===== src/rtl/dll_pkg.sv =====
package dll_pkg;

   // register bus
   localparam int          APB_AW        = 8;
   localparam int          APB_DW        = 32;
   localparam logic [7:0]  CTRL_OFS      = 8'h00;
   localparam logic [7:0]  STATUS_OFS    = 8'h04;
   localparam logic [7:0]  CODE_OFS      = 8'h08;
   localparam logic [7:0]  USER_CODE_OFS = 8'h0C;
   localparam logic [7:0]  IRQ_STAT_OFS  = 8'h10;
   localparam logic [7:0]  IRQ_MASK_OFS  = 8'h14;

   // control fields
   localparam int          CTRL_W            = 6;
   localparam int          CTRL_SRST_BIT     = 0;
   localparam int          CTRL_REFSEL_BIT   = 1;
   localparam int          CTRL_STB_SEL_BIT  = 4;
   localparam int          CTRL_CLK_SEL_BIT  = 5;
   localparam logic [5:0]  CTRL_RST          = 6'h00;

   // status fields
   localparam int          STATUS_LOCK_BIT   = 0;
   localparam int          STATUS_FROZEN_BIT = 8;

   // loop geometry
   localparam int          MAX_LOOPS         = 2;
   localparam int          NUM_LOOPS_DEF     = 2;
   localparam int          CODE_W_DEF        = 8;
   localparam int          CNT_W_DEF         = 12;
   localparam int          LOCK_MATCHES_DEF  = 4;
   localparam int          LOCK_TOL          = 1;
   localparam int          MATCH_W           = 4;

   // fixed latency of sync + history + output register in the slave lines
   localparam int          LINE_LATENCY      = 4;

endpackage


===== src/rtl/dly_if.sv =====
`timescale 1ns/1ps
interface dly_if #(
   parameter int CODE_W = 8
);
   logic              sigIn;
   logic [CODE_W-1:0] code;
   logic              sigOut;

   modport src (
      output sigIn,
      output code,
      input  sigOut
   );

   modport line (
      input  sigIn,
      input  code,
      output sigOut
   );
endinterface


===== src/rtl/tap_delay_line.sv =====
`timescale 1ns/1ps
module tap_delay_line
   import dll_pkg::*;
#(
   parameter int CODE_W = CODE_W_DEF
) (
   input wire logic sys_clk,
   input wire logic arst_n,
   input wire logic ce,
   dly_if.line      dl
);
   localparam int DEPTH = 2 ** CODE_W;

   logic [DEPTH-1:0] history_ff;
   logic             out_ff;
   wire  [DEPTH-1:0] nxt_history = {history_ff[DEPTH-2:0], dl.sigIn};
   wire              nxt_out     = history_ff[dl.code];

   // tapped history; output delay is code + fixed latency
   always_ff @(posedge sys_clk or negedge arst_n) begin
      if (!arst_n) begin
         history_ff <= '0;
         out_ff     <= 1'b0;
      end else if (ce) begin
         history_ff <= nxt_history;
         out_ff     <= nxt_out;
      end
   end

   assign dl.sigOut = out_ff;
endmodule


===== src/rtl/master_dll_delay_code_gen.sv =====
// The implementer's own choices: the APB register port and the placing of the registers.
`timescale 1ns/1ps
module master_dll_delay_code_gen
   import dll_pkg::*;
#(
   parameter int NUM_LOOPS    = NUM_LOOPS_DEF,
   parameter int CODE_W       = CODE_W_DEF,
   parameter int CNT_W        = CNT_W_DEF,
   parameter int LOCK_MATCHES = LOCK_MATCHES_DEF
) (
   input  wire logic                               sys_clk,
   input  wire logic                               arst_n,
   input  wire logic                               ce,
   input  wire logic [NUM_LOOPS-1:0]               pllRefClk,
   input  wire logic [NUM_LOOPS-1:0]               pinRefClk,
   input  wire logic                               freeze,
   input  wire logic                               codeUpdate_n,
   input  wire logic                               strobeIn,
   input  wire logic                               clkIn,
   output wire logic                               strobeShifted,
   output wire logic                               clkShifted,
   output wire logic [NUM_LOOPS-1:0][CODE_W-1:0]   slaveDelayCode,
   output wire logic [NUM_LOOPS-1:0][CODE_W-1:0]   userDelayCode,
   output wire logic [NUM_LOOPS-1:0]               lock,
   output wire logic                               irq,
   input  wire logic [APB_AW-1:0]                  paddr,
   input  wire logic                               psel,
   input  wire logic                               penable,
   input  wire logic                               pwrite,
   input  wire logic [APB_DW-1:0]                  pwdata,
   input  wire logic [3:0]                         pstrb,
   output wire logic [APB_DW-1:0]                  prdata,
   output wire logic                               pready,
   output wire logic                               pslverr
);
   localparam int IRQ_W = 2 * NUM_LOOPS;

   if (NUM_LOOPS < 1 || NUM_LOOPS > MAX_LOOPS || CODE_W < 3 || CODE_W > 10 ||
       CNT_W < CODE_W + 2 || CNT_W > 24 || LOCK_MATCHES < 1 || LOCK_MATCHES > 15) begin : g_bad_params
      $error("master_dll_delay_code_gen: unsupported parameter values");
   end

   // rounded quarter of a period count, saturated to the code range
   function automatic logic [CODE_W-1:0] quarterCode(input logic [CNT_W-1:0] p);
      logic [CNT_W:0] q;
      q = ({1'b0, p} + (CNT_W+1)'(2)) >> 2;
      if (q > (CNT_W+1)'((2 ** CODE_W) - 1)) begin
         quarterCode = '1;
      end else begin
         quarterCode = q[CODE_W-1:0];
      end
   endfunction

   function automatic logic codeNear(input logic [CODE_W-1:0] a, input logic [CODE_W-1:0] b);
      logic [CODE_W-1:0] d;
      d = (a > b) ? a - b : b - a;
      codeNear = (d <= CODE_W'(LOCK_TOL));
   endfunction

   // remove the fixed slave line latency from the tap index
   function automatic logic [CODE_W-1:0] tapFor(input logic [CODE_W-1:0] c);
      tapFor = (c > CODE_W'(LINE_LATENCY)) ? c - CODE_W'(LINE_LATENCY) : '0;
   endfunction

   // ---------------- register bus ----------------
   logic [CTRL_W-1:0]  ctrl_ff;
   logic [IRQ_W-1:0]   irqStat_ff;
   logic [IRQ_W-1:0]   irqMask_ff;
   logic [APB_DW-1:0]  prdata_ff;
   logic               freeze_ff;

   wire [NUM_LOOPS-1:0]             lockVec;
   wire [NUM_LOOPS-1:0]             lockGain;
   wire [NUM_LOOPS-1:0]             lockLoss;
   wire [NUM_LOOPS-1:0][CODE_W-1:0] codeVec;
   wire [NUM_LOOPS-1:0][CODE_W-1:0] userVec;

   wire              apbSetup   = psel & ~penable;
   wire              apbAccess  = psel & penable;
   wire              apbWrite   = apbAccess & pwrite & pstrb[0];
   wire              hitCtrl    = (paddr == CTRL_OFS);
   wire              hitStatus  = (paddr == STATUS_OFS);
   wire              hitCode    = (paddr == CODE_OFS);
   wire              hitUser    = (paddr == USER_CODE_OFS);
   wire              hitStat    = (paddr == IRQ_STAT_OFS);
   wire              hitMask    = (paddr == IRQ_MASK_OFS);
   wire              addrHit    = hitCtrl | hitStatus | hitCode | hitUser | hitStat | hitMask;
   wire              wrCtrl     = apbWrite & hitCtrl;
   wire              wrStat     = apbWrite & hitStat;
   wire              wrMask     = apbWrite & hitMask;

   wire [APB_DW-1:0] statusWord = (APB_DW'(lockVec) << STATUS_LOCK_BIT) |
                                  (APB_DW'(freeze_ff) << STATUS_FROZEN_BIT);
   wire [APB_DW-1:0] readWord   = hitCtrl   ? APB_DW'(ctrl_ff)    :
                                  hitStatus ? statusWord          :
                                  hitCode   ? APB_DW'(codeVec)    :
                                  hitUser   ? APB_DW'(userVec)    :
                                  hitStat   ? APB_DW'(irqStat_ff) :
                                  hitMask   ? APB_DW'(irqMask_ff) :
                                              32'h0000_0000;

   wire [CTRL_W-1:0] nxt_ctrl    = wrCtrl ? pwdata[CTRL_W-1:0] : ctrl_ff;
   wire [IRQ_W-1:0]  irqClr      = wrStat ? pwdata[IRQ_W-1:0] : '0;
   // a new event wins over a clear in the same cycle
   wire [IRQ_W-1:0]  nxt_irqStat = (irqStat_ff & ~irqClr) | {lockLoss, lockGain};
   wire [IRQ_W-1:0]  nxt_irqMask = wrMask ? pwdata[IRQ_W-1:0] : irqMask_ff;
   wire [APB_DW-1:0] nxt_prdata  = apbSetup ? readWord : prdata_ff;

   always_ff @(posedge sys_clk or negedge arst_n) begin
      if (!arst_n) begin
         ctrl_ff    <= CTRL_RST;
         irqStat_ff <= '0;
         irqMask_ff <= '0;
         prdata_ff  <= 32'h0000_0000;
      end else if (ce) begin
         ctrl_ff    <= nxt_ctrl;
         irqStat_ff <= nxt_irqStat;
         irqMask_ff <= nxt_irqMask;
         prdata_ff  <= nxt_prdata;
      end
   end

   assign pready  = 1'b1;
   assign pslverr = apbAccess & ~addrHit;
   assign prdata  = prdata_ff;
   assign irq     = |(irqStat_ff & irqMask_ff);

   // ---------------- freeze ----------------
   // registered so the stop and restart take effect on a clock edge only
   always_ff @(posedge sys_clk or negedge arst_n) begin
      if (!arst_n) begin
         freeze_ff <= 1'b0;
      end else if (ce) begin
         freeze_ff <= freeze;
      end
   end

   wire softRst = ctrl_ff[CTRL_SRST_BIT];

   // ---------------- master loops ----------------
   for (genvar i = 0; i < NUM_LOOPS; i++) begin : g_loop
      logic              refSync1_ff;
      logic              refSync2_ff;
      logic              refPrev_ff;
      logic [CNT_W-1:0]  periodCnt_ff;
      logic              seenEdge_ff;
      logic [CODE_W-1:0] code_ff;
      logic [MATCH_W-1:0] matchCnt_ff;
      logic              lock_ff;
      logic              lockDly_ff;
      logic [CODE_W-1:0] userCode_ff;

      wire              refRaw   = ctrl_ff[CTRL_REFSEL_BIT+i] ? pinRefClk[i] : pllRefClk[i];
      wire              refRise  = refSync2_ff & ~refPrev_ff;
      wire              cntFull  = &periodCnt_ff;
      wire [CODE_W-1:0] newCode  = quarterCode(periodCnt_ff);
      wire              codeHit  = codeNear(newCode, code_ff);
      wire              matchEnd = (matchCnt_ff >= MATCH_W'(LOCK_MATCHES - 1));

      always_ff @(posedge sys_clk or negedge arst_n) begin
         if (!arst_n) begin
            refSync1_ff <= 1'b0;
            refSync2_ff <= 1'b0;
         end else if (ce) begin
            refSync1_ff <= refRaw;
            refSync2_ff <= refSync1_ff;
         end
      end

      always_ff @(posedge sys_clk or negedge arst_n) begin
         if (!arst_n) begin
            refPrev_ff   <= 1'b0;
            periodCnt_ff <= '0;
            seenEdge_ff  <= 1'b0;
            code_ff      <= '0;
            matchCnt_ff  <= '0;
            lock_ff      <= 1'b0;
         end else if (ce) begin
            refPrev_ff <= refSync2_ff;
            if (softRst) begin
               periodCnt_ff <= '0;
               seenEdge_ff  <= 1'b0;
               code_ff      <= '0;
               matchCnt_ff  <= '0;
               lock_ff      <= 1'b0;
            end else if (freeze_ff) begin
               // code and lock held; the partial period is discarded
               seenEdge_ff <= 1'b0;
            end else if (refRise) begin
               periodCnt_ff <= CNT_W'(1);
               seenEdge_ff  <= 1'b1;
               if (seenEdge_ff) begin
                  code_ff <= newCode;
                  if (codeHit) begin
                     matchCnt_ff <= matchEnd ? matchCnt_ff : matchCnt_ff + MATCH_W'(1);
                     lock_ff     <= lock_ff | matchEnd;
                  end else begin
                     matchCnt_ff <= '0;
                     lock_ff     <= 1'b0;
                  end
               end
            end else if (cntFull) begin
               // reference lost or too slow: code no longer valid
               seenEdge_ff <= 1'b0;
               matchCnt_ff <= '0;
               lock_ff     <= 1'b0;
            end else begin
               periodCnt_ff <= periodCnt_ff + CNT_W'(1);
            end
         end
      end

      always_ff @(posedge sys_clk or negedge arst_n) begin
         if (!arst_n) begin
            lockDly_ff  <= 1'b0;
            userCode_ff <= '0;
         end else if (ce) begin
            lockDly_ff <= lock_ff;
            if (softRst) begin
               userCode_ff <= '0;
            end else if (!codeUpdate_n) begin
               userCode_ff <= code_ff;
            end
         end
      end

      assign lockVec[i]  = lock_ff;
      assign lockGain[i] = lock_ff & ~lockDly_ff;
      assign lockLoss[i] = ~lock_ff & lockDly_ff;
      assign codeVec[i]  = code_ff;
      assign userVec[i]  = userCode_ff;
   end

   assign slaveDelayCode = codeVec;
   assign userDelayCode  = userVec;
   assign lock           = lockVec;

   // ---------------- slave delay lines ----------------
   logic stbSync1_ff;
   logic stbSync2_ff;
   logic clkSync1_ff;
   logic clkSync2_ff;

   always_ff @(posedge sys_clk or negedge arst_n) begin
      if (!arst_n) begin
         stbSync1_ff <= 1'b0;
         stbSync2_ff <= 1'b0;
         clkSync1_ff <= 1'b0;
         clkSync2_ff <= 1'b0;
      end else if (ce) begin
         stbSync1_ff <= strobeIn;
         stbSync2_ff <= stbSync1_ff;
         clkSync1_ff <= clkIn;
         clkSync2_ff <= clkSync1_ff;
      end
   end

   wire stbIdx = ctrl_ff[CTRL_STB_SEL_BIT] & (NUM_LOOPS > 1);
   wire clkIdx = ctrl_ff[CTRL_CLK_SEL_BIT] & (NUM_LOOPS > 1);

   dly_if #(.CODE_W(CODE_W)) stbLine ();
   dly_if #(.CODE_W(CODE_W)) clkLine ();

   assign stbLine.sigIn = stbSync2_ff;
   assign stbLine.code  = tapFor(codeVec[stbIdx]);
   assign clkLine.sigIn = clkSync2_ff;
   assign clkLine.code  = tapFor(codeVec[clkIdx]);

   tap_delay_line #(
      .CODE_W (CODE_W)
   ) u_strobe_delay_buffer (
      .sys_clk (sys_clk),
      .arst_n  (arst_n),
      .ce      (ce),
      .dl      (stbLine)
   );

   tap_delay_line #(
      .CODE_W (CODE_W)
   ) u_clock_delay_slave (
      .sys_clk (sys_clk),
      .arst_n  (arst_n),
      .ce      (ce),
      .dl      (clkLine)
   );

   assign strobeShifted = stbLine.sigOut;
   assign clkShifted    = clkLine.sigOut;
endmodule


===== config.mk =====
export PLATFORM = sky130hd
export DESIGN_NAME = master_dll_delay_code_gen
export DESIGN_NICKNAME = d
export VERILOG_FILES = /design/src/rtl/dll_pkg.sv /design/src/rtl/dly_if.sv /design/src/rtl/tap_delay_line.sv /design/src/rtl/master_dll_delay_code_gen.sv
export SDC_FILE = /design/constraint.sdc
export NUM_CORES = 1
export LEC_CHECK = 0
export ABC_CLOCK_PERIOD_IN_PS = 7200
export BUFFER_PORTS_ARGS = -buffer_cell sky130_fd_sc_hd__buf_2
export CORE_MARGIN = 2
export CORE_UTILIZATION = 55
export DETAILED_ROUTE_END_ITERATION = 6
export PLACE_DENSITY = 0.72
export SLEW_MARGIN = 5
export SYNTH_ARGS = -nofsm -noshare
export SYNTH_HDL_FRONTEND = slang
export SYNTH_SLANG_ARGS = --single-unit

===== constraint.sdc =====
create_clock -name sys_clk -period 7.2 [get_ports sys_clk]
set_input_delay 0.36 -clock sys_clk [delete_from_list [all_inputs] [get_ports sys_clk]]
set_output_delay 0.36 -clock sys_clk [all_outputs]
set_load 0.05 [all_outputs]

==> results.yml <==
run_status:
  outcome: "completed"
power_and_ir_drop:
  power.total_uw: 10100
  p_leak_uw: 0.0164
  p_per_area_nw_per_um2: 291
  ir_drop_v: 0.000202
critical_path:
  setup.worst_path.class: "flip-flop to flip-flop"
  critical_path_arrival_ns: 6.10
  end_kind: "flip-flop"
  critical_path.slowest_cell: "a31oi_1"
  crit_top_cell: "a31oi_1"
  startpoint: "g_loop[1].periodCnt_ff[1]"
  cpPeakStageDelay_ns: 0.94
  cp.required_ns: 7.70
  worstSetupStartpointType: "flip-flop"
  cp_cell_sequence: "ha_1 > and3_1 > and3_1 > nand2_1 > nand4_1 > a21oi_1 > nand2_1 > ha_1 > and2_1 > o211ai_1 > a31oi_1 > mux2i_1 > nor3_1 > o211ai_1 > nor4_1 > o311a_1 > a31oi_1 > a31oi_1"
  worstPathMaxFanout: 11
  r2r_start: "g_loop[1].periodCnt_ff[1]"
finish:
  fill_cells: 4470
  finish.instance_area_um2: 34600
  multi_input_area_um2: 14700
  fin_nets: 2912
  drive_gt1_frac: 0.276
  regArea_um2: 15600
  layout_common_cells: "dfrtp_1 (625), mux2_2 (537), nand2_1 (349), a21oi_1 (116), nor2_1 (103)"
  diodes: 0
  layout.cells.most_common: "dfrtp_1"
  syn2layout_area_growth_pct: 10.4
  layout.cells.non_filler: 3619
place:
  hpwl_mm: 46.9
  dpl-instance-area_um2: 32300
  io_buffer_count: 82
  place.gp.congestion: 0.872
  dp_cells: 3491
timing:
  tightest_slew_ns: 1.32
  fin_crit_ns: 5.60
  rsz0062_at_grt: "false"
  skew_ns: 0.0208
  finalSetupViolCount: 0
  fin_crit_sh: 0.778
  setup_tns_ns: 0
  timing.fmax_ghz: 0.179
  slew_violations: 0
  slew_headroom: 0.117
  finalHoldViolations: 0
hold_path:
  min_path_type: "input pin to flip-flop"
  hp-start: "pwdata[2]"
floorplanning:
  rows: 87
  start_util: 0.556
  core_um2: 56400
  die_area_um2: 58900
  die_w_um: 243
  die_h_um: 243
  ios: 129
synth:
  synth_cells: 2795
  seq_area_frac_synth: 0.499
  synth_xor_area_frac: 0.0120
  synth_top_family_by_area: "multiplexers"
  ys_seq_elements: 625
  synth-edff-count: 0
  synthMuxAreaShare: 0.232
  postSynthAreaPerCell_um2: 11.2
  synth_warnings: 0
  ys.flop_type: "dfrtp_1"
  syn_area_um2: 31300
  synth_simple_gate_area_frac: 0.0986
  synthAdderAreaFrac: 0.0185
  synth.distinct_cells: 76
  synth_compound_area_frac: 0.103
  synthArstFlopShare: 1.00
global_route:
  grt_max_degree: 204
  grt_first_pass_wirelength_mm: 122
  grt_use_total: 0.255
  grt-ovfl-total: 0
  first_global_vias: 22600
  antenna_found_initial: 0
drt:
  ant_nets: 0
  route.vias.total: 22300
  drc: 0
  vias_per_cell: 6.17
  dr.pass1.iters: 6
  drt-initial-drc-count: 1784
  drt-total-wl_mm: 74.9
  wl_per_cell_um: 20.7
run:
  timing.max_cap.violations: 0
clock_network:
  clockBufferDepth: 3
  clock-sinks: 625
  cts_buffers: 69
  cts_tree: "yes"
  clk_latency_ns: 0.60
  cts_root_buf: "clkbuf_16"
  h-tree-depth: 3
  ctsResizeCount: 0
  path_clk_slew_ns: 0.06
-- critical path: cells and delay by family (launching register included) --
kind | cells | cell delay (ns)
and+or+nand+nor | 8 | 1.73
adders and majority gates | 2 | 0.75
AOI/OAI and AO/OA | 7 | 2.36
DFF | 1 | 0.49
muxes | 1 | 0.17
-- Yosys cell counts, types with 14 or more instances --
| library cell | instances | area [µm²] |
|---|---|---|
| nor2_1 | 103 | 387 |
| o21ai_0 | 91 | 455 |
| mux2i_1 | 93 | 931 |
| nand4_1 | 24 | 150 |
| clkbuf_1 | 114 | 428 |
| dfrtp_1 | 625 | 15600 |
| buf_4 | 29 | 218 |
| inv_1 | 55 | 206 |
| o22ai_1 | 14 | 87.6 |
| o31ai_1 | 37 | 278 |
| a22o_1 | 19 | 166 |
| ha_1 | 40 | 500 |
| and3_1 | 17 | 106 |
| a21oi_1 | 116 | 581 |
| xnor2_1 | 15 | 131 |
| nor3_1 | 39 | 195 |
| xor2_1 | 28 | 245 |
| a22oi_1 | 27 | 203 |
| nand2_1 | 349 | 1310 |
| nor2b_1 | 18 | 113 |
| nand3_1 | 97 | 485 |
| mux2_2 | 537 | 6050 |
| buf_2 | 40 | 200 |
| a31oi_1 | 42 | 263 |
-- cells by family (layout without fill, tap and decap cells) --
group	count (synthesis)	count (layout)
AOI/OAI and AO/OA	489	489
xor gates and xnor gates	43	43
adders and majority gates	44	44
buffers and inverters	252	305
DFF	625	625
muxes	644	644
other	2	17
and+or+nand+nor	696	696
-- state kept, by name, summed over array words and instances, names as in the netlist --
signal	count
u_strobe_delay_buffer.history_ff	256
stbSync1_ff	1
g_loop.matchCnt_ff	8
u_clock_delay_slave.history_ff	256
g_loop.lockDly_ff	2
stbLine.sigIn	1
irqMask_ff	4
irqStat_ff	4
clkLine.sigIn	1
prdata	16
freeze_ff	1
g_loop.seenEdge_ff	2
g_loop.lock_ff	2
g_loop.code_ff	16
ctrl_ff	6
u_clock_delay_slave.dl.sigOut	1
g_loop.userCode_ff	16
u_strobe_delay_buffer.dl.sigOut	1
g_loop.refPrev_ff	2
g_loop.refSync2_ff	2
clkSync1_ff	1
g_loop.periodCnt_ff	24
g_loop.refSync1_ff	2
-- power by group --
part	switching (µW)	total, µW	leakage [µW]	internal (µW)
Sequential	243	3980	0.00857	3730
Combinational	1600	2560	0.00676	953
Clock	1410	3540	0.00112	2120
Total	3260	10100	0.0164	6810
-- what timing repair did --
action / in CTS / in global routing
hold endpoints to repair: 107 / 0
hold buffers: 4 / 0
buffers inserted: 0 / 0
-- stage by stage --
stage / util / worst slack [ns] / hold slack (ns)
after floorplan: - / 3.02 / 0.0644
after global routing: 0.613 / 1.10 / 0.0188
after global placement: 0.572 / 1.79 / 0.449
final: 0.613 / 1.60 / 0.0320
after CTS: 0.613 / 1.67 / 0.00442
after detailed placement: 0.572 / 1.71 / 0.461
-- worst paths after layout --
| path | cells past startpoint | slack [ns] | to |
|---|---|---|---|
| worst min register to register | 1 | 0.46 | irqStat_ff[0] |
| worst max register to register | 18 | 1.60 | g_loop[1].matchCnt_ff[0] |
| worst min-delay path | 2 | 0.03 | irqMask_ff[2] |
| worst max-delay path | 18 | 1.60 | g_loop[1].matchCnt_ff[0] |
| max in group asynchronous | 3 | 5.32 | u_strobe_delay_buffer.history_ff[155] |
| min in group asynchronous | 2 | 0.37 | g_loop[0].matchCnt_ff[0] |
-- layer usage --
layer	vias to the layer above	GRT usage	wire, µm
li1	10100	-	-
met5	-	0	0
met2	721	0.416	35600
met3	138	0.0385	4650
met1	11400	0.352	32900
met4	0	0.0812	1840
-- layout make-up --
| type | count | share of cell area |
|---|---|---|
| clock buffer | 104 | 0.0584 |
| clock inverter | 20 | 0.00752 |
| inverter | 56 | 0.00608 |
| multi-input combinational | 1933 | 0.425 |
| sequential | 625 | 0.452 |
| tap | 756 | 0.0273 |
| timing repair buffer | 125 | 0.0239 |
(Power assumes the default switching activity.)
